===== src/logic/dbs_defines.vh =====
// Register map, field positions, reset values and timing for the sequencer.
// Assumes inclusion by bare name from logic/; definitions only.
`ifndef DBS_DEFINES_VH
`define DBS_DEFINES_VH
// ********************************
// Register offsets
// ********************************
`define DBS_ADDR_CTRL0   8'h00
`define DBS_ADDR_CTRL1   8'h01
`define DBS_ADDR_VOUT0   8'h02
`define DBS_ADDR_VOUT1   8'h03
`define DBS_ADDR_DLY0    8'h04
`define DBS_ADDR_DLY1    8'h05
`define DBS_ADDR_GOCTRL  8'h06
`define DBS_ADDR_GODLYA  8'h07
`define DBS_ADDR_GODLYB  8'h08
`define DBS_ADDR_CONFIG  8'h09
`define DBS_ADDR_MASK    8'h0A
`define DBS_ADDR_INT     8'h0B
`define DBS_ADDR_STAT    8'h0C
`define DBS_ADDR_RESET   8'h0D
// ********************************
// Field positions
// ********************************
`define DBS_CTRL_ON      0
`define DBS_CTRL_PIN     1
`define DBS_CTRL_FPWM    2
`define DBS_CTRL_RATE_LO 3
`define DBS_CTRL_RATE_HI 5
`define DBS_CFG_PULLDOWN 0
`define DBS_CFG_WINDOW   1
`define DBS_MASK_RESET   4
`define DBS_INT_RESET    4
`define DBS_RESET_TRIG   0
// ********************************
// Reset values
// ********************************
`define DBS_RST_CTRL     8'h00
`define DBS_RST_VOUT     8'h80
`define DBS_RST_DLY      8'h00
`define DBS_RST_GOCTRL   8'h00
`define DBS_RST_CONFIG   8'h01
`define DBS_RST_MASK     4'h0
// ********************************
// Timing
// ********************************
`define DBS_CLK_KHZ      10000
`define DBS_SC_TIME_US   1000
`define DBS_SC_CYCLES    ((`DBS_SC_TIME_US * `DBS_CLK_KHZ) / 1000)
`define DBS_DLY_STEP_US  1000
`define DBS_DLY_STEP_CYC ((`DBS_DLY_STEP_US * `DBS_CLK_KHZ) / 1000)
`define DBS_BOOT_CYCLES  4
`define DBS_RAMP_UNIT    8
`endif


===== src/logic/dbs_sequencer.v =====
// Enable sequencer for two step-down regulators and two general outputs.
// Assumes all inputs synchronous to clk; analog comparators sit outside.
`timescale 1ns/1ns
`include "dbs_defines.vh"

module dbs_sequencer #(
    parameter DLY_STEP_CYCLES = `DBS_DLY_STEP_CYC,
    parameter SC_CYCLES = `DBS_SC_CYCLES,
    parameter BOOT_CYCLES = `DBS_BOOT_CYCLES,
    parameter RAMP_UNIT = `DBS_RAMP_UNIT,
    parameter [0:0] OTP_RESET_MASK = 1'b0
) (
    // Clock, reset, clock enable
    input wire clk,
    input wire rst,
    input wire ce,
    // Register port
    input wire [7:0] regAddr,
    input wire [7:0] regWdata,
    input wire regWr,
    input wire regRd,
    output reg [7:0] regRdata,
    // Pins and analog comparators
    input wire enablePin,
    input wire analogSupplyOk,
    input wire [1:0] outAboveSc,
    input wire [1:0] outUnderOk,
    input wire [1:0] outOverOk,
    // Regulator controls
    output reg [1:0] regOn,
    output reg [7:0] regVoltage0,
    output reg [7:0] regVoltage1,
    output reg [1:0] regSoftStart,
    output reg [1:0] regFixedFreq,
    // General outputs, pulldown, interrupt
    output reg generalOutA,
    output reg generalOutB,
    output reg enablePulldownOn,
    output reg irqLineN
);

    localparam ST_BOOT = 2'h0;
    localparam ST_STANDBY = 2'h1;
    localparam ST_ACTIVE = 2'h2;

    // ********************************
    // Register file
    // ********************************
    reg [7:0] ctrl0_reg;
    reg [7:0] ctrl1_reg;
    reg [7:0] vout0_reg;
    reg [7:0] vout1_reg;
    reg [7:0] dly0_reg;
    reg [7:0] dly1_reg;
    reg [7:0] goCtrl_reg;
    reg [7:0] goDlyA_reg;
    reg [7:0] goDlyB_reg;
    reg [7:0] config_reg;
    reg [3:0] mask_reg;
    reg resetMask_reg;
    reg [4:0] intFlags_reg;
    reg [1:0] state_reg;
    reg [1:0] state_next;
    reg [7:0] bootCnt_reg;
    reg resetPending_reg;
    reg [1:0] pgPrev_reg;
    reg [7:0] rdNext;

    wire softReset;
    wire cfgClr;
    wire [1:0] pgLive;
    wire [1:0] scTrip;
    wire [3:0] chOn;
    wire [3:0] chPin;
    wire [15:0] chRise;
    wire [15:0] chFall;
    wire [3:0] pinDelayed;
    wire [3:0] chWant;
    wire [4:0] flagSet;
    wire [4:0] flagClr;
    wire running;

    assign softReset = ce & regWr & (regAddr == `DBS_ADDR_RESET) &
        regWdata[`DBS_RESET_TRIG];
    assign cfgClr = rst | softReset | ~analogSupplyOk;
    assign running = (state_reg == ST_STANDBY) | (state_reg == ST_ACTIVE);

    always @(posedge clk) begin
        if (cfgClr) begin
            ctrl0_reg <= `DBS_RST_CTRL;
            ctrl1_reg <= `DBS_RST_CTRL;
            vout0_reg <= `DBS_RST_VOUT;
            vout1_reg <= `DBS_RST_VOUT;
            dly0_reg <= `DBS_RST_DLY;
            dly1_reg <= `DBS_RST_DLY;
            goCtrl_reg <= `DBS_RST_GOCTRL;
            goDlyA_reg <= `DBS_RST_DLY;
            goDlyB_reg <= `DBS_RST_DLY;
            config_reg <= `DBS_RST_CONFIG;
            mask_reg <= `DBS_RST_MASK;
        end else if (ce && regWr) begin
            case (regAddr)
                `DBS_ADDR_CTRL0: ctrl0_reg <= regWdata;
                `DBS_ADDR_CTRL1: ctrl1_reg <= regWdata;
                `DBS_ADDR_VOUT0: vout0_reg <= regWdata;
                `DBS_ADDR_VOUT1: vout1_reg <= regWdata;
                `DBS_ADDR_DLY0: dly0_reg <= regWdata;
                `DBS_ADDR_DLY1: dly1_reg <= regWdata;
                `DBS_ADDR_GOCTRL: goCtrl_reg <= regWdata;
                `DBS_ADDR_GODLYA: goDlyA_reg <= regWdata;
                `DBS_ADDR_GODLYB: goDlyB_reg <= regWdata;
                `DBS_ADDR_CONFIG: config_reg <= regWdata;
                `DBS_ADDR_MASK: mask_reg <= regWdata[3:0];
                default: ;
            endcase
        end
    end

    // ********************************
    // Device state and start-up
    // ********************************
    always @* begin
        case (state_reg)
            ST_BOOT: state_next = (bootCnt_reg >= BOOT_CYCLES[7:0]) ? ST_STANDBY : ST_BOOT;
            ST_STANDBY: state_next = (|regOn) ? ST_ACTIVE : ST_STANDBY;
            ST_ACTIVE: state_next = (|regOn) ? ST_ACTIVE : ST_STANDBY;
            default: state_next = ST_BOOT;
        endcase
    end

    always @(posedge clk) begin
        if (cfgClr) begin
            state_reg <= ST_BOOT;
            bootCnt_reg <= 8'h00;
            resetMask_reg <= 1'b0;
        end else if (ce) begin
            state_reg <= state_next;
            if (state_reg == ST_BOOT) begin
                bootCnt_reg <= bootCnt_reg + 8'h01;
                resetMask_reg <= OTP_RESET_MASK;
            end
        end
    end

    // Survives soft reset and undervoltage so the next start-up can report it
    always @(posedge clk) begin
        if (rst) begin
            resetPending_reg <= 1'b1;
        end else if (ce) begin
            if (softReset || !analogSupplyOk) begin
                resetPending_reg <= 1'b1;
            end else if (state_reg == ST_BOOT && state_next == ST_STANDBY) begin
                resetPending_reg <= 1'b0;
            end
        end
    end

    // ********************************
    // Pin delay channels: 0,1 regulators, 2,3 general outputs
    // ********************************
    assign chOn = {goCtrl_reg[2], goCtrl_reg[0], ctrl1_reg[`DBS_CTRL_ON],
        ctrl0_reg[`DBS_CTRL_ON]};
    assign chPin = {goCtrl_reg[3], goCtrl_reg[1], ctrl1_reg[`DBS_CTRL_PIN],
        ctrl0_reg[`DBS_CTRL_PIN]};
    assign chRise = {goDlyB_reg[3:0], goDlyA_reg[3:0], dly1_reg[3:0], dly0_reg[3:0]};
    assign chFall = {goDlyB_reg[7:4], goDlyA_reg[7:4], dly1_reg[7:4], dly0_reg[7:4]};

    genvar ch;
    generate
        for (ch = 0; ch < 4; ch = ch + 1) begin : gChan
            reg pinDly_reg;
            reg [31:0] dlyCnt_reg;
            wire [3:0] code;
            wire [31:0] target;
            assign code = enablePin ? chRise[ch*4 +: 4] : chFall[ch*4 +: 4];
            assign target = {28'h0000000, code} * DLY_STEP_CYCLES;
            always @(posedge clk) begin
                if (cfgClr) begin
                    pinDly_reg <= 1'b0;
                    dlyCnt_reg <= 32'h00000000;
                end else if (ce) begin
                    if (enablePin == pinDly_reg) begin
                        dlyCnt_reg <= 32'h00000000;
                    end else if (dlyCnt_reg + 32'h00000001 >= target) begin
                        pinDly_reg <= enablePin;
                        dlyCnt_reg <= 32'h00000000;
                    end else begin
                        dlyCnt_reg <= dlyCnt_reg + 32'h00000001;
                    end
                end
            end
            assign pinDelayed[ch] = pinDly_reg | (enablePin & (code == 4'h0));
            assign chWant[ch] = chOn[ch] & (~chPin[ch] | pinDelayed[ch]);
        end
    endgenerate

    // ********************************
    // Regulator control, short circuit, ramp
    // ********************************
    genvar rg;
    generate
        for (rg = 0; rg < 2; rg = rg + 1) begin : gReg
            reg tripped_reg;
            reg [31:0] scCnt_reg;
            reg [7:0] ramp_reg;
            reg [15:0] rampCnt_reg;
            wire [7:0] ctrl;
            wire [7:0] vset;
            wire [15:0] interval;
            assign ctrl = rg ? ctrl1_reg : ctrl0_reg;
            assign vset = rg ? vout1_reg : vout0_reg;
            assign interval = RAMP_UNIT[15:0] <<
                ctrl[`DBS_CTRL_RATE_HI:`DBS_CTRL_RATE_LO];
            assign scTrip[rg] = regOn[rg] & ~outAboveSc[rg] &
                (scCnt_reg + 32'h00000001 >= SC_CYCLES);
            always @(posedge clk) begin
                if (cfgClr) begin
                    regOn[rg] <= 1'b0;
                    tripped_reg <= 1'b0;
                    scCnt_reg <= 32'h00000000;
                    ramp_reg <= 8'h00;
                    rampCnt_reg <= 16'h0000;
                    regSoftStart[rg] <= 1'b0;
                    regFixedFreq[rg] <= 1'b0;
                end else if (ce) begin
                    if (!chWant[rg]) begin
                        tripped_reg <= 1'b0;
                    end else if (scTrip[rg]) begin
                        tripped_reg <= 1'b1;
                    end
                    regOn[rg] <= chWant[rg] & running & ~tripped_reg &
                        ~scTrip[rg];
                    if (regOn[rg] && !outAboveSc[rg] && !scTrip[rg]) begin
                        scCnt_reg <= scCnt_reg + 32'h00000001;
                    end else begin
                        scCnt_reg <= 32'h00000000;
                    end
                    regSoftStart[rg] <= regOn[rg] & ~outAboveSc[rg];
                    if (!regOn[rg] || !outAboveSc[rg]) begin
                        ramp_reg <= 8'h00;
                        rampCnt_reg <= 16'h0000;
                    end else if (ramp_reg != vset) begin
                        if (rampCnt_reg + 16'h0001 >= interval) begin
                            rampCnt_reg <= 16'h0000;
                            ramp_reg <= (ramp_reg < vset) ? ramp_reg + 8'h01
                                : ramp_reg - 8'h01;
                        end else begin
                            rampCnt_reg <= rampCnt_reg + 16'h0001;
                        end
                    end
                    regFixedFreq[rg] <= ctrl[`DBS_CTRL_FPWM] |
                        (regOn[rg] & outAboveSc[rg] & (ramp_reg != vset));
                end
            end
            assign pgLive[rg] = regOn[rg] & outUnderOk[rg] &
                (~config_reg[`DBS_CFG_WINDOW] | outOverOk[rg]);
            // Code reads zero whenever the output sits below the short threshold
            wire [7:0] codeOut;
            assign codeOut = (regOn[rg] & outAboveSc[rg]) ? ramp_reg : 8'h00;
            if (rg == 0) begin : gOut0
                always @(posedge clk) begin
                    if (cfgClr) begin
                        regVoltage0 <= 8'h00;
                    end else if (ce) begin
                        regVoltage0 <= codeOut;
                    end
                end
            end else begin : gOut1
                always @(posedge clk) begin
                    if (cfgClr) begin
                        regVoltage1 <= 8'h00;
                    end else if (ce) begin
                        regVoltage1 <= codeOut;
                    end
                end
            end
        end
    endgenerate

    // ********************************
    // General outputs and pulldown
    // ********************************
    always @(posedge clk) begin
        if (cfgClr) begin
            generalOutA <= 1'b0;
            generalOutB <= 1'b0;
            enablePulldownOn <= 1'b0;
        end else if (ce) begin
            generalOutA <= chWant[2] & running;
            generalOutB <= chWant[3] & running;
            enablePulldownOn <= config_reg[`DBS_CFG_PULLDOWN];
        end
    end

    // ********************************
    // Flags and interrupt line
    // ********************************
    assign flagSet[1:0] = scTrip;
    assign flagSet[3:2] = (pgLive & ~pgPrev_reg & ~mask_reg[1:0]) |
        (~pgLive & pgPrev_reg & ~mask_reg[3:2]);
    // Raised on the boot-to-standby step; the pending bit clears on that same edge
    assign flagSet[4] = resetPending_reg & ~resetMask_reg & (state_reg == ST_BOOT) &
        (state_next == ST_STANDBY);
    assign flagClr = (regWr && regAddr == `DBS_ADDR_INT) ? regWdata[4:0] : 5'h00;

    always @(posedge clk) begin
        if (cfgClr) begin
            intFlags_reg <= 5'h00;
            pgPrev_reg <= 2'h0;
            irqLineN <= 1'b1;
        end else if (ce) begin
            pgPrev_reg <= pgLive;
            intFlags_reg <= (intFlags_reg & ~flagClr) | flagSet;
            irqLineN <= ~|((intFlags_reg & ~flagClr) | flagSet);
        end
    end

    // ********************************
    // Read port, reset only by rst
    // ********************************
    always @* begin
        case (regAddr)
            `DBS_ADDR_CTRL0: rdNext = ctrl0_reg;
            `DBS_ADDR_CTRL1: rdNext = ctrl1_reg;
            `DBS_ADDR_VOUT0: rdNext = vout0_reg;
            `DBS_ADDR_VOUT1: rdNext = vout1_reg;
            `DBS_ADDR_DLY0: rdNext = dly0_reg;
            `DBS_ADDR_DLY1: rdNext = dly1_reg;
            `DBS_ADDR_GOCTRL: rdNext = goCtrl_reg;
            `DBS_ADDR_GODLYA: rdNext = goDlyA_reg;
            `DBS_ADDR_GODLYB: rdNext = goDlyB_reg;
            `DBS_ADDR_CONFIG: rdNext = {6'h00, config_reg[1:0]};
            `DBS_ADDR_MASK: rdNext = {3'h0, resetMask_reg, mask_reg};
            `DBS_ADDR_INT: rdNext = {3'h0, intFlags_reg};
            `DBS_ADDR_STAT: rdNext = {2'h0, state_reg, regOn, pgLive};
            default: rdNext = 8'h00;
        endcase
    end

    always @(posedge clk) begin
        if (rst) begin
            regRdata <= 8'h00;
        end else if (ce) begin
            regRdata <= regRd ? rdNext : 8'h00;
        end
    end

endmodule // dbs_sequencer


===== config.mk =====
export PLATFORM = sky130hd
export DESIGN_NAME = dbs_sequencer
export DESIGN_NICKNAME = d
export VERILOG_FILES = /design/src/logic/dbs_sequencer.v
export VERILOG_INCLUDE_DIRS = /design/src /design/src/logic
export SDC_FILE = /design/constraint.sdc
export NUM_CORES = 1
export LEC_CHECK = 0
export BUFFER_PORTS_ARGS = -buffer_cell sky130_fd_sc_hd__buf_2
export CAP_MARGIN = 20
export CELL_PAD_IN_SITES_DETAIL_PLACEMENT = 2
export CELL_PAD_IN_SITES_GLOBAL_PLACEMENT = 2
export CORE_ASPECT_RATIO = 1.1
export CORE_MARGIN = 8
export CORE_UTILIZATION = 43
export CTS_BUF_LIST = sky130_fd_sc_hd__clkbuf_2
export DETAILED_ROUTE_END_ITERATION = 6
export HOLD_SLACK_MARGIN = 0.08
export PLACE_DENSITY_LB_ADDON = 0.1
export SLEW_MARGIN = 20
export SYNTH_ARGS = -nofsm -noshare
export SYNTH_HDL_FRONTEND = slang
export SYNTH_SLANG_ARGS = --single-unit

===== constraint.sdc =====
create_clock -name clk -period 18.8 [get_ports clk]
set_input_delay 2.82 -clock clk [delete_from_list [all_inputs] [get_ports clk]]
set_output_delay 2.82 -clock clk [all_outputs]
set_load 0.02 [all_outputs]

Yosys cells after proc, flatten, opt, wreduce, memory -nomap -nowiden
Cells that the tools add are included.
{"block": "op_classes", "n_addsub": 13, "multipliers": 4, "n_lt_le_gt_ge": 11, "n_eq_ne": 24, "n_shift": 2, "n_mux": 42, "bitwise": 76, "n_reduce_logical": 55}
{"cell": "32-bit 2-to-1 mux", "n": 10}
{"cell": "32-bit by 1-bit adder with 32-bit output (second input constant)", "n": 6}
{"cell": "32-bit by 18-bit greater-or-equal comparator with 1-bit output", "n": 4}
{"cell": "8-bit case mux with 13 select lines", "n": 1}
{"cell": "16-bit 2-to-1 mux", "n": 6}
{"cell": "8-bit 2-to-1 mux", "n": 11}
{"cell": "32-bit by 14-bit greater-or-equal comparator with 1-bit output (second input constant)", "n": 2}
{"cell": "4-bit by 10-bit multiplier with 14-bit output (second input constant)", "n": 4}
{"cell": "8-bit by 4-bit == test with 1-bit output (second input constant)", "n": 6}
{"cell": "2-bit AND reduction", "n": 17}
{"cell": "1-bit AND", "n": 33}
{"cell": "16-bit by 1-bit adder with 16-bit output (second input constant)", "n": 2}
{"cell": "8-bit by 3-bit == test with 1-bit output (second input constant)", "n": 4}
{"cell": "16-bit greater-or-equal comparator", "n": 2}
{"cell": "4-bit by 3-bit left shift with 16-bit output (first input constant)", "n": 2}
{"cell": "8-bit by 1-bit adder with 8-bit output (second input constant)", "n": 3}
{"cell": "3-bit AND reduction", "n": 6}
{"cell": "8-bit by 2-bit == test with 1-bit output (second input constant)", "n": 2}
{"cell": "4-bit logical NOT", "n": 4}
{"cell": "8-bit < comparator", "n": 2}
{"cell": "4-bit 2-to-1 mux", "n": 4}
{"cell": "8-bit != test", "n": 2}
{"cell": "1-bit inverter", "n": 16}
{"cell": "8-bit by 1-bit subtractor with 8-bit output (second input constant)", "n": 2}
{"cell": "25 further kinds", "n": 76}
{"block": "totals", "register_bits": 376, "inputBits": 29, "output_inout_bits": 34}

Depth between registers and ports, before layout
Gate-level depths: netlist of run 1.
{"block": "logic_depth", "word_depth": 10, "depth_mapped": 24, "ltp_nobuf": 21}

Worst setup path before layout of run 1
Ideal clock, no wire load.
{"block": "synth_path", "path_kind": "input to register", "start": "in enablePin", "end": "reg gChan[2].dlyCnt_reg[5]", "setup_ps": 72, "arrival_time_ps": 7856, "slack_ps": 10872, "path_stages": 22, "path_buffers": 3, "cell_sequence": "clkbuf_1 -> buf_1 -> mux2i_1 -> inv_1 -> ha_1 -> ha_1 -> ha_1 -> inv_1 -> fa_1 -> nor2b_1 -> o21ai_0 -> nand2b_1 -> xnor2_1 -> ha_1 -> a21o_1 -> a21o_1 -> a21o_1 -> a2111o_1 -> nor4_4 -> buf_2 -> a41oi_1 -> mux2i_1"}
{"block": "synth_between", "elab_chain_cells": 5, "word_cells_on_any_way": 6, "cone_classes": "mul (1); order compare (1); eq/ne (1); mux (3)"}
{"element": "from (decl)", "line": "dbs_sequencer.v:24", "text": "input wire enablePin,"}
{"element": "4-bit 2-to-1 mux", "line": "dbs_sequencer.v:175", "text": "assign code = enablePin ? chRise[ch*4 +: 4] : chFall[ch*4 +: 4];"}
{"element": "4-bit by 10-bit multiplier with 14-bit output", "line": "dbs_sequencer.v:176", "text": "assign target = {28'h0000000, code} * DLY_STEP_CYCLES;"}
{"element": "32-bit by 18-bit greater-or-equal comparator with 1-bit output", "line": "dbs_sequencer.v:184", "text": "end else if (dlyCnt_reg + 32'h00000001 >= target) begin"}
{"element": "32-bit 2-to-1 mux", "line": "dbs_sequencer.v:184"}
{"element": "32-bit 2-to-1 mux (*)", "line": "dbs_sequencer.v:182", "text": "if (enablePin == pinDly_reg) begin"}
{"element": "to (signal assigned)", "line": "dbs_sequencer.v:188", "text": "dlyCnt_reg <= dlyCnt_reg + 32'h00000001;"}
{"element": "to (decl)", "line": "dbs_sequencer.v:172", "text": "reg [31:0] dlyCnt_reg;"}
Every way passes the cells marked *; elsewhere a longest branch is shown, timed or not.
A chain may end at the register's enable or synchronous reset.

Final worst setup path of run 1
{"block": "layout_path", "start": "in enablePin", "end": "reg gChan[0].dlyCnt_reg[0]"}
{"block": "layout_between", "elab_chain_cells": 5, "word_cells_on_any_way": 6, "cone_classes": "mul (1); order compare (1); eq/ne (1); mux (3)"}
{"element": "4-bit 2-to-1 mux", "line": "dbs_sequencer.v:175"}
{"element": "4-bit by 10-bit multiplier with 14-bit output", "line": "dbs_sequencer.v:176"}
{"element": "32-bit by 18-bit greater-or-equal comparator with 1-bit output", "line": "dbs_sequencer.v:184"}
{"element": "32-bit 2-to-1 mux", "line": "dbs_sequencer.v:184"}
{"element": "32-bit 2-to-1 mux (*)", "line": "dbs_sequencer.v:182"}
{"element": "to (signal assigned)", "line": "dbs_sequencer.v:188"}
{"element": "to (decl)", "line": "dbs_sequencer.v:172"}
Marks and branches as above.

==> results.toml, run 1 <==
[run_status]
status = "complete, no violations"

[clocking]
cts_setup_buffers = 0
cts_buffer_depth = 3
root_buffer = "clkbuf_2"
clk_pin_slew_ps = 100
htreeDepth = 3
cts_resized = 0
cts_tree = "yes"
hold_buffers = 0
cts_made_buffers = 108
clock_latency_ps = 1150
cts.sinks = 376

[timing]
slew_headroom_pct = 24.2
period_share_pct = 41.8
fmax_mhz = 127
setup-tns-final_ps = 0
setup_viol = 0
skew_ps = 76.3
worst_hold_slack_ps = 470
min_period_ps = 7850
rsz0062_at_grt = "no"
slew_violations = 0
finalHoldViolCount = 0
worstMarginPinSlew_ps = 1130

[synthesis]
syn_avg_cell_area_sq_um = 8.14
seq_area_frac_synth_pct = 32.3
synth_edf_count = 0
yosysWarnings = 0
postSynth.asyncResetShare_pct = 0
postSynthRegisterBits = 376
synthesis.area_sq_mm = 0.0233
ys.flop_type = "dfxtp_1"
netlist_instances = 2863
syn-num-nets = 3086
synth_cell_type_count = 83

[setup_path]
crit_arrival_ps = 8860
slowest_delay_ps = 760
critPathMaxFanout = 28
end_kind = "flop"
crit_buf_inv = 3
worst_setup_path_start_kind = "input pin"
crit_type = "input pin to flop"
cp_top_family = "adder cells"
cpMaxStageDelayCell = "mux2i_1"
worstPathRequired_ps = 19800
path_cells = "buf_2 -> mux2i_1 -> fa_1 -> inv_1 -> ha_1 -> ha_1 -> a21o_1 -> a21oi_1 -> o21bai_1 -> a21oi_1 -> xnor2_1 -> ha_1 -> a31oi_1 -> nand3_1 -> o31a_1 -> nor3_2 -> buf_4 -> or4b_1 -> a21oi_1"

[floorplanning]
die-area_sq_mm = 0.0619
fp-row-count = 89
fp.dieH_microns = 260
coreArea_sq_mm = 0.0536
dieWidth_microns = 238
initial_utilization_pct = 43.5
io_pins = 63

[layout]
final_common_cell = "dfxtp_1"
drive_gt1_share_pct = 10.4
instances_no_fill = 3711
nFillCells = 6114
syn_to_final_growth_pct = 7.62
largest_reg_flops = 128
nets = 3119
final_cell_mix = "376 x dfxtp_1, 351 x nand2_1, 186 x nor2_1"

[global_route]
grt.total_usage_pct = 25.5
grt_first_pass_wirelength_microns = 130000
grt_max_degree = 80
antenna_found_initial = 2
overflow = 0
grt_pass1_vias = 24600

[placement]
place_congestion = 0.880
dp.cells = 3513
port_buffers = 62
dp_hpwl_microns = 57000

[route]
wire_per_inst_microns = 21.7
dr.pass1.iters = 5
routed_wl_microns = 80400
drt_iter0_markers = 886
ant_nets = 0
vias_per_cell = 6.00
vias = 22300
drc = 0

[job]
max_cap_viol_count = 0

[power]
leakagePower_nw = 10.3
vdd_ir_drop_max_v = 0.0000301
power.density_mw_per_mm2 = 58.7

[worst_hold_path]
worstHoldPathType = "flop to flop"
## power breakdown
part           switching, mW  internal (mW)  total [mW]
Combinational         0.0479         0.0124      0.0603
Clock                  0.391          0.223       0.614
Sequential           0.00104          0.797       0.798
## metrics by stage
step	util, %	instance area, sq um	worst slack (ps)	power, mW
2_1_floorplan	-	23300	10870	0.852
3_3_place_gp	45.0	24100	10200	0.873
3_5_place_dp	45.0	24100	9900	0.875
4_1_cts	46.7	25000	11060	1.50
5_1_grt	46.8	25100	10650	1.54
6_report	46.8	25100	10950	1.47
## final timing paths
path	from	endpoint	slack (ps)	cells past startpoint
worst min-delay path	regVoltage1[6]	regVoltage1[6]	470	2
worst max register to register	dly0_reg[2]	gChan[0].dlyCnt_reg[0]	13030	18
worst min register to register	regVoltage1[6]	regVoltage1[6]	470	2
worst max-delay path	enablePin	gChan[0].dlyCnt_reg[0]	10950	19
## synth_stat cells, drive strengths merged (13+ instances only)
cell type / number / share of area (%)
dfxtp: 376 / 32
nand2: 351 / 5.7
nor2: 189 / 3.0
ha: 180 / 9.7
a21oi: 171 / 3.7
nand3: 169 / 3.6
clkbuf: 142 / 2.3
and3: 137 / 3.7
inv: 119 / 1.9
xnor2: 97 / 3.6
nand4: 86 / 2.4
mux2i: 80 / 3.4
o21ai: 75 / 1.6
nor3: 71 / 1.6
xor2: 58 / 2.2
a21o: 36 / 1.2
and4: 30 / 1.1
and2: 29 / 0.78
a22oi: 27 / 0.87
a31oi: 26 / 0.70
a41oi: 25 / 0.94
nor2b: 25 / 0.67
o211ai: 22 / 0.71
buf: 21 / 0.42
nor4: 21 / 0.81
or3: 21 / 0.59
or2: 19 / 0.51
a211oi: 17 / 0.55
nand3b: 17 / 0.55
nand2b: 16 / 0.43
o22ai: 16 / 0.43
or4: 16 / 0.52
fa: 14 / 1.2
nand4b: 14 / 0.53
a31o: 13 / 0.49
## area by class of cell
class,count,area (sq um),share of cell area (%)
Multi-Input combinational cell,2205,14700,58.8
Sequential cell,376,7530,30.0
Tap cell,728,911,3.63
Clock buffer,156,781,3.11
Timing Repair Buffer,86,510,2.04
Inverter,119,449,1.79
Clock inverter,39,156,0.624
Antenna cell,2,5.00,0.0200
## kinds of logic after synthesis
group / share of synthesized area [%]
xor gates and xnor gates: 5.83
and+or+nand+nor: 27.1
muxes: 3.73
buffers and inverters: 4.63
adders and majority gates: 10.9
AOI/OAI and AO/OA: 15.6
DFF: 32.3
## tightest hold or removal path: stages, from the launching register on
cell and delay, ps:
dfxtp_1 320, nand2_1 60, a21oi_1 50
## routing by layer
layer  part of all wire (%)  up-vias  track usage, %
met5                      0        -               0
met4                    3.0        0            9.87
met3                    3.8      168            4.06
met2                     51      430            46.2
met1                     43    11200            29.9
li1                       -    10400               -
No activity file was read; power rests on OpenSTA's default activity.
==> run 2, diff against run 1 <==
Settings changed: CORE_UTILIZATION 43 to 36.
Clock period 18.8 ns to 6.8 ns, I/O delays scaled along.
==> results.toml, run 2 (synthesized netlist as in run 1, its figures left out) <==
[route]
wire_per_inst_microns = 21.1
drc = 0
vias_per_cell = 5.73
vias = 22000
routed_wl_microns = 81300
dr.pass1.iters = 5
ant_nets = 0
drt_iter0_markers = 939

[floorplanning]
fp-row-count = 98
die-area_sq_mm = 0.0731
initial_utilization_pct = 36.1
dieWidth_microns = 259
fp.dieH_microns = 283
io_pins = 63
coreArea_sq_mm = 0.0645

[global_route]
antenna_found_initial = 1
grt_max_degree = 81
grt.total_usage_pct = 21.9
grt_pass1_vias = 24400
overflow = 0
grt_first_pass_wirelength_microns = 132000

[setup_path]
crit_arrival_ps = 6560
path_cells = "mux2i_1 -> inv_1 -> ha_1 -> ha_1 -> ha_1 -> inv_1 -> fa_1 -> nor2b_1 -> o21ai_0 -> nand2b_1 -> xnor2_1 -> ha_1 -> a21o_1 -> a21o_1 -> a21o_1 -> a2111o_1 -> nor4_4 -> buf_4 -> nand3_1 -> o22ai_1"
cpMaxStageDelayCell = "mux2i_1"
path_common_cell = "ha_1"
critPathMaxFanout = 25
end_kind = "flop"
slowest_delay_ps = 510
cp_top_family = "adder cells"
crit_type = "flop to flop"
worstPathRequired_ps = 7810
worst_setup_path_start_kind = "flop"
crit_buf_inv = 3

[clocking]
hold_buffers = 3
clk_pin_slew_ps = 100
cts_buffer_depth = 3
clock_latency_ps = 1130
cts_tree = "yes"
cts_setup_buffers = 0
cts_made_buffers = 109
cts.sinks = 376
htreeDepth = 3
cts_resized = 0
root_buffer = "clkbuf_2"

[timing]
skew_ps = 63.9
setup_viol = 0
finalHoldViolCount = 0
slew_violations = 0
slew_headroom_pct = 24.8
setup-tns-final_ps = 0
rsz0062_at_grt = "no"
period_share_pct = 81.7
fmax_mhz = 180
worstMarginPinSlew_ps = 1120
min_period_ps = 5550

[job]
max_cap_viol_count = 0

[layout]
drive_gt1_share_pct = 10.6
final_common_cell = "dfxtp_1"
final_area_sq_mm = 0.0254
syn_to_final_growth_pct = 9.06
largest_reg_flops = 128
nFillCells = 7461
nets = 3131
final_cell_mix = "376 x dfxtp_1, 351 x nand2_1, 185 x nor2_1"

[placement]
place_congestion = 0.840
port_buffers = 62
dp_hpwl_microns = 58800
placed_cell_area_sq_mm = 0.0243

[worst_hold_path]
worstHoldPathType = "input pin to flop"

[run_status]
status = "complete, no violations"

[power]
power.density_mw_per_mm2 = 165
vdd_ir_drop_max_v = 0.0000988
leakagePower_nw = 10.4
==> run 2: changes by cell type in the layout (fill, tap and decap cells not counted), moves of 2 or more <==
cell / delta
clkbuf_2: -8
clkinv_1: +8
buf_4: +7
bufinv_16: +3
dlygate4sd3_1: +3
nor3_1: -3
nor3_2: +3
buf_12: +2
clkinvlp_4: -2
==> run 2: cell type report <==
cell class	count	area (sq um)	area share (%)
well taps	850	1060	4.19
flip-flops and latches	376	7530	29.6
clock inverters	49	269	1.06
clock buffers	148	741	2.92
multi-input cells	2205	14700	58.0
repair buffers	97	606	2.38
inverters	119	449	1.77
diodes	1	2.50	0.00985
==> run 2: through the flow <==
step,worst slack [ps],hold slack (ps),util [%],total power [mW],cells
2_1_floorplan,672,432,-,2.35,2863
3_3_place_gp,524,442,37.7,2.42,3643
3_5_place_dp,116,457,37.7,2.43,3643
4_1_cts,1160,81.5,39.3,4.29,3843
5_1_grt,850,181,39.4,4.41,3845
6_report,1250,287,39.4,4.19,3845
==> run 2: worst register-to-register path: stages (launching register included) <==
cell and delay, ps:
dfxtp_1 380, mux2i_1 510, inv_1 260, ha_1 360, ha_1 280, ha_1 170, inv_1 60, fa_1 410
nor2b_1 180, o21ai_0 120, nand2b_1 150, xnor2_1 140, ha_1 270, a21o_1 160, a21o_1 180, a21o_1 190
a2111o_1 460, nor4_4 270, buf_4 340, nand3_1 330, o22ai_1 270
==> run 2: per-layer routing <==
layer / global-route usage (%) / routed length, microns / vias to the layer above / part of all wire (%)
li1: - / - / 10500 / -
met1: 26.5 / 35900 / 11000 / 44
met2: 39.1 / 40000 / 397 / 49
met3: 3.36 / 3070 / 156 / 3.8
met4: 8.15 / 2370 / 0 / 2.9
met5: 0 / 0 / - / 0
==> run 2: worst paths after layout <==
check | start | slack, ps | endpoint | cells past startpoint
max | goDlyA_reg[2] | 1250 | gChan[2].dlyCnt_reg[7] | 20
max reg2reg | goDlyA_reg[2] | 1250 | gChan[2].dlyCnt_reg[7] | 20
min | regWdata[6] | 290 | gReg[0].vset[6] | 3
min reg2reg | regVoltage1[5] | 470 | regVoltage1[5] | 2
==> run 2: power breakdown <==
part	switching, mW	internal, mW	total, mW	leakage [nW]
clock	1.10	0.712	1.81	0.742
sequential	0.00291	2.20	2.21	3.03
combinational	0.138	0.0360	0.174	6.62
==> run 3, diff against run 2 <==
Settings changed: CORE_UTILIZATION 36 to 40.
Clock period 6.8 ns to 5.3 ns, I/O delays scaled along.
==> results.toml, run 3 (synthesized netlist as in run 1, its figures left out) <==
[floorplanning]
coreArea_sq_mm = 0.0574
fp-row-count = 92
initial_utilization_pct = 40.6
fp.dieH_microns = 269
io_pins = 63
dieWidth_microns = 246
die-area_sq_mm = 0.0662

[timing]
slew_headroom_pct = 22.4
setup_viol = 0
skew_ps = 80.4
min_period_ps = 4890
slew_violations = 0
worstMarginPinSlew_ps = 1160
rsz0062_at_grt = "no"
finalHoldViolCount = 0
fmax_mhz = 204
period_share_pct = 92.3

[job]
max_cap_viol_count = 0

[worst_hold_path]
worstHoldPathType = "input pin to flop"
min_from = "outAboveSc[0]"

[layout]
largest_reg_flops = 128
final_cell_mix = "376 x dfxtp_1, 351 x nand2_1, 185 x nor2_1"
nFillCells = 6481
final_common_cell = "dfxtp_1"
drive_gt1_share_pct = 12.0
syn_to_final_growth_pct = 10.2
instances_no_fill = 3792
nets = 3178

[power]
leakagePower_nw = 10.6
p_switching_mw = 1.55
vdd_ir_drop_max_v = 0.000135
netSwitchingFraction_pct = 29.3
power_frac_comb_pct = 4.5
intPower_mw = 3.73
totalPowerFinal_mw = 5.28
clock_power_share_pct = 42.0
power.density_mw_per_mm2 = 206
seqPwrFrac_pct = 53.6

[global_route]
grt_first_pass_wirelength_microns = 133000
grt.total_usage_pct = 24.4
grt_max_degree = 90
grt.busiest_layer = "met2"
antenna_found_initial = 2
met3_usage_pct = 3.37
met1_usage_pct = 29.3
grt_pass1_vias = 24400
overflow = 0
use_met2_pct = 44.3

[clocking]
clock_latency_ps = 1140
cts_tree = "yes"
cts_resized = 0
cts.sinks = 376
htreeDepth = 3
hold_buffers = 17
cts_buffer_depth = 3
root_buffer = "clkbuf_2"
cts_setup_buffers = 0
clk_pin_slew_ps = 110
cts_made_buffers = 106

[route]
dr.pass1.iters = 5
vias = 22300
wire_per_inst_microns = 21.7
drt_iter0_markers = 1036
routed_wl_microns = 82200
drc = 0
vias_per_cell = 5.89
ant_nets = 0

[setup_path]
reg2reg_to = "gChan[3].dlyCnt_reg[3]"
worst_setup_path_start_kind = "flop"
critPathMaxFanout = 6
reg2regPathDepth = 21
reg2reg_from = "goDlyB_reg[2]"
worstPathRequired_ps = 6350
reg2reg_slack_ps = 410
critPathLaunch = "goDlyB_reg[2]"
crit_type = "flop to flop"
end_kind = "flop"
crit_path_end = "gChan[3].dlyCnt_reg[3]"
crit_arrival_ps = 5940

[placement]
port_buffers = 62
place_congestion = 0.849
dp_hpwl_microns = 59100
dp.cells = 3581

[run_status]
status = "complete, no violations"
-- run 3: cell count changes in the layout (fill, tap and decap cells not counted), sizes merged --
cell,change
clkinv,-16
clkbuf,+13
dlygate4sd3,+14
bufinv,-2
diode,+1
buf,+35
-- run 3: worst min-delay path by stage --
stage                                   end  slack, ps  cells after the start
finish                       regVoltage0[7]        250                      4
global route            gChan[2].pinDly_reg        200                      4
detailed placement           regVoltage1[1]        450                      2
CTS                          regVoltage0[7]        110                      4
floorplan           gChan[3].dlyCnt_reg[18]        430                      2
global placement        gReg[1].tripped_reg        440                      1
-- run 3: area by class of cell --
type	instances	area, sq um	area share (%)
antenna	2	5.00	0.0195
inverter	119	449	1.75
sequential	376	7530	29.3
timing repair buffer	147	1030	4.00
clock buffer	160	801	3.12
tap	752	941	3.67
multi-input combinational	2205	14800	57.5
clock inverter	31	153	0.595
-- run 3: per-stage QoR --
stage | hold WS [ps] | instance area [sq um] | utilization (%) | worst slack (ps) | TNS, ps
3_5_place_dp | 453 | 24500 | 42.7 | -646 | -19290
4_1_cts | 107 | 25600 | 44.7 | 421 | 0
3_3_place_gp | 440 | 24500 | 42.7 | -154 | -1250
2_1_floorplan | 432 | 23400 | - | 46.8 | 0
5_1_grt | 198 | 25700 | 44.7 | 166 | 0
6_report | 251 | 25700 | 44.7 | 409 | 0
-- run 3: layer usage --
metal	routed length, microns	vias up	share of wire (%)
met5	0	-	0
li1	-	10600	-
met4	2150	0	2.6
met1	36300	11300	44
met3	2470	148	3.0
met2	41300	338	50
-- run 3: worst max-delay path, cell delays in order, from the launching register on --
cell,delay (ps)
dfxtp_1,380
mux2i_1,330
inv_1,160
ha_1,320
ha_1,280
ha_1,170
inv_1,60
fa_1,390
inv_1,70
a21oi_1,60
o21bai_1,190
a21oi_1,90
nor2_1,170
xnor2_1,150
ha_1,290
a21oi_1,160
a21boi_0,120
a2111oi_0,470
buf_4,210
and3_1,350
nand3_1,160
o21ai_0,200
-- run 3: power groups by stage --
stage / combinational [mW] / sequential (mW) / clock [mW]
2_1_floorplan: 0.128 / 2.90 / 0
3_3_place_gp: 0.218 / 2.90 / 0
3_5_place_dp: 0.224 / 2.90 / 0
4_1_cts: 0.234 / 2.83 / 2.33
5_1_grt: 0.249 / 2.83 / 2.47
6_report: 0.237 / 2.83 / 2.22
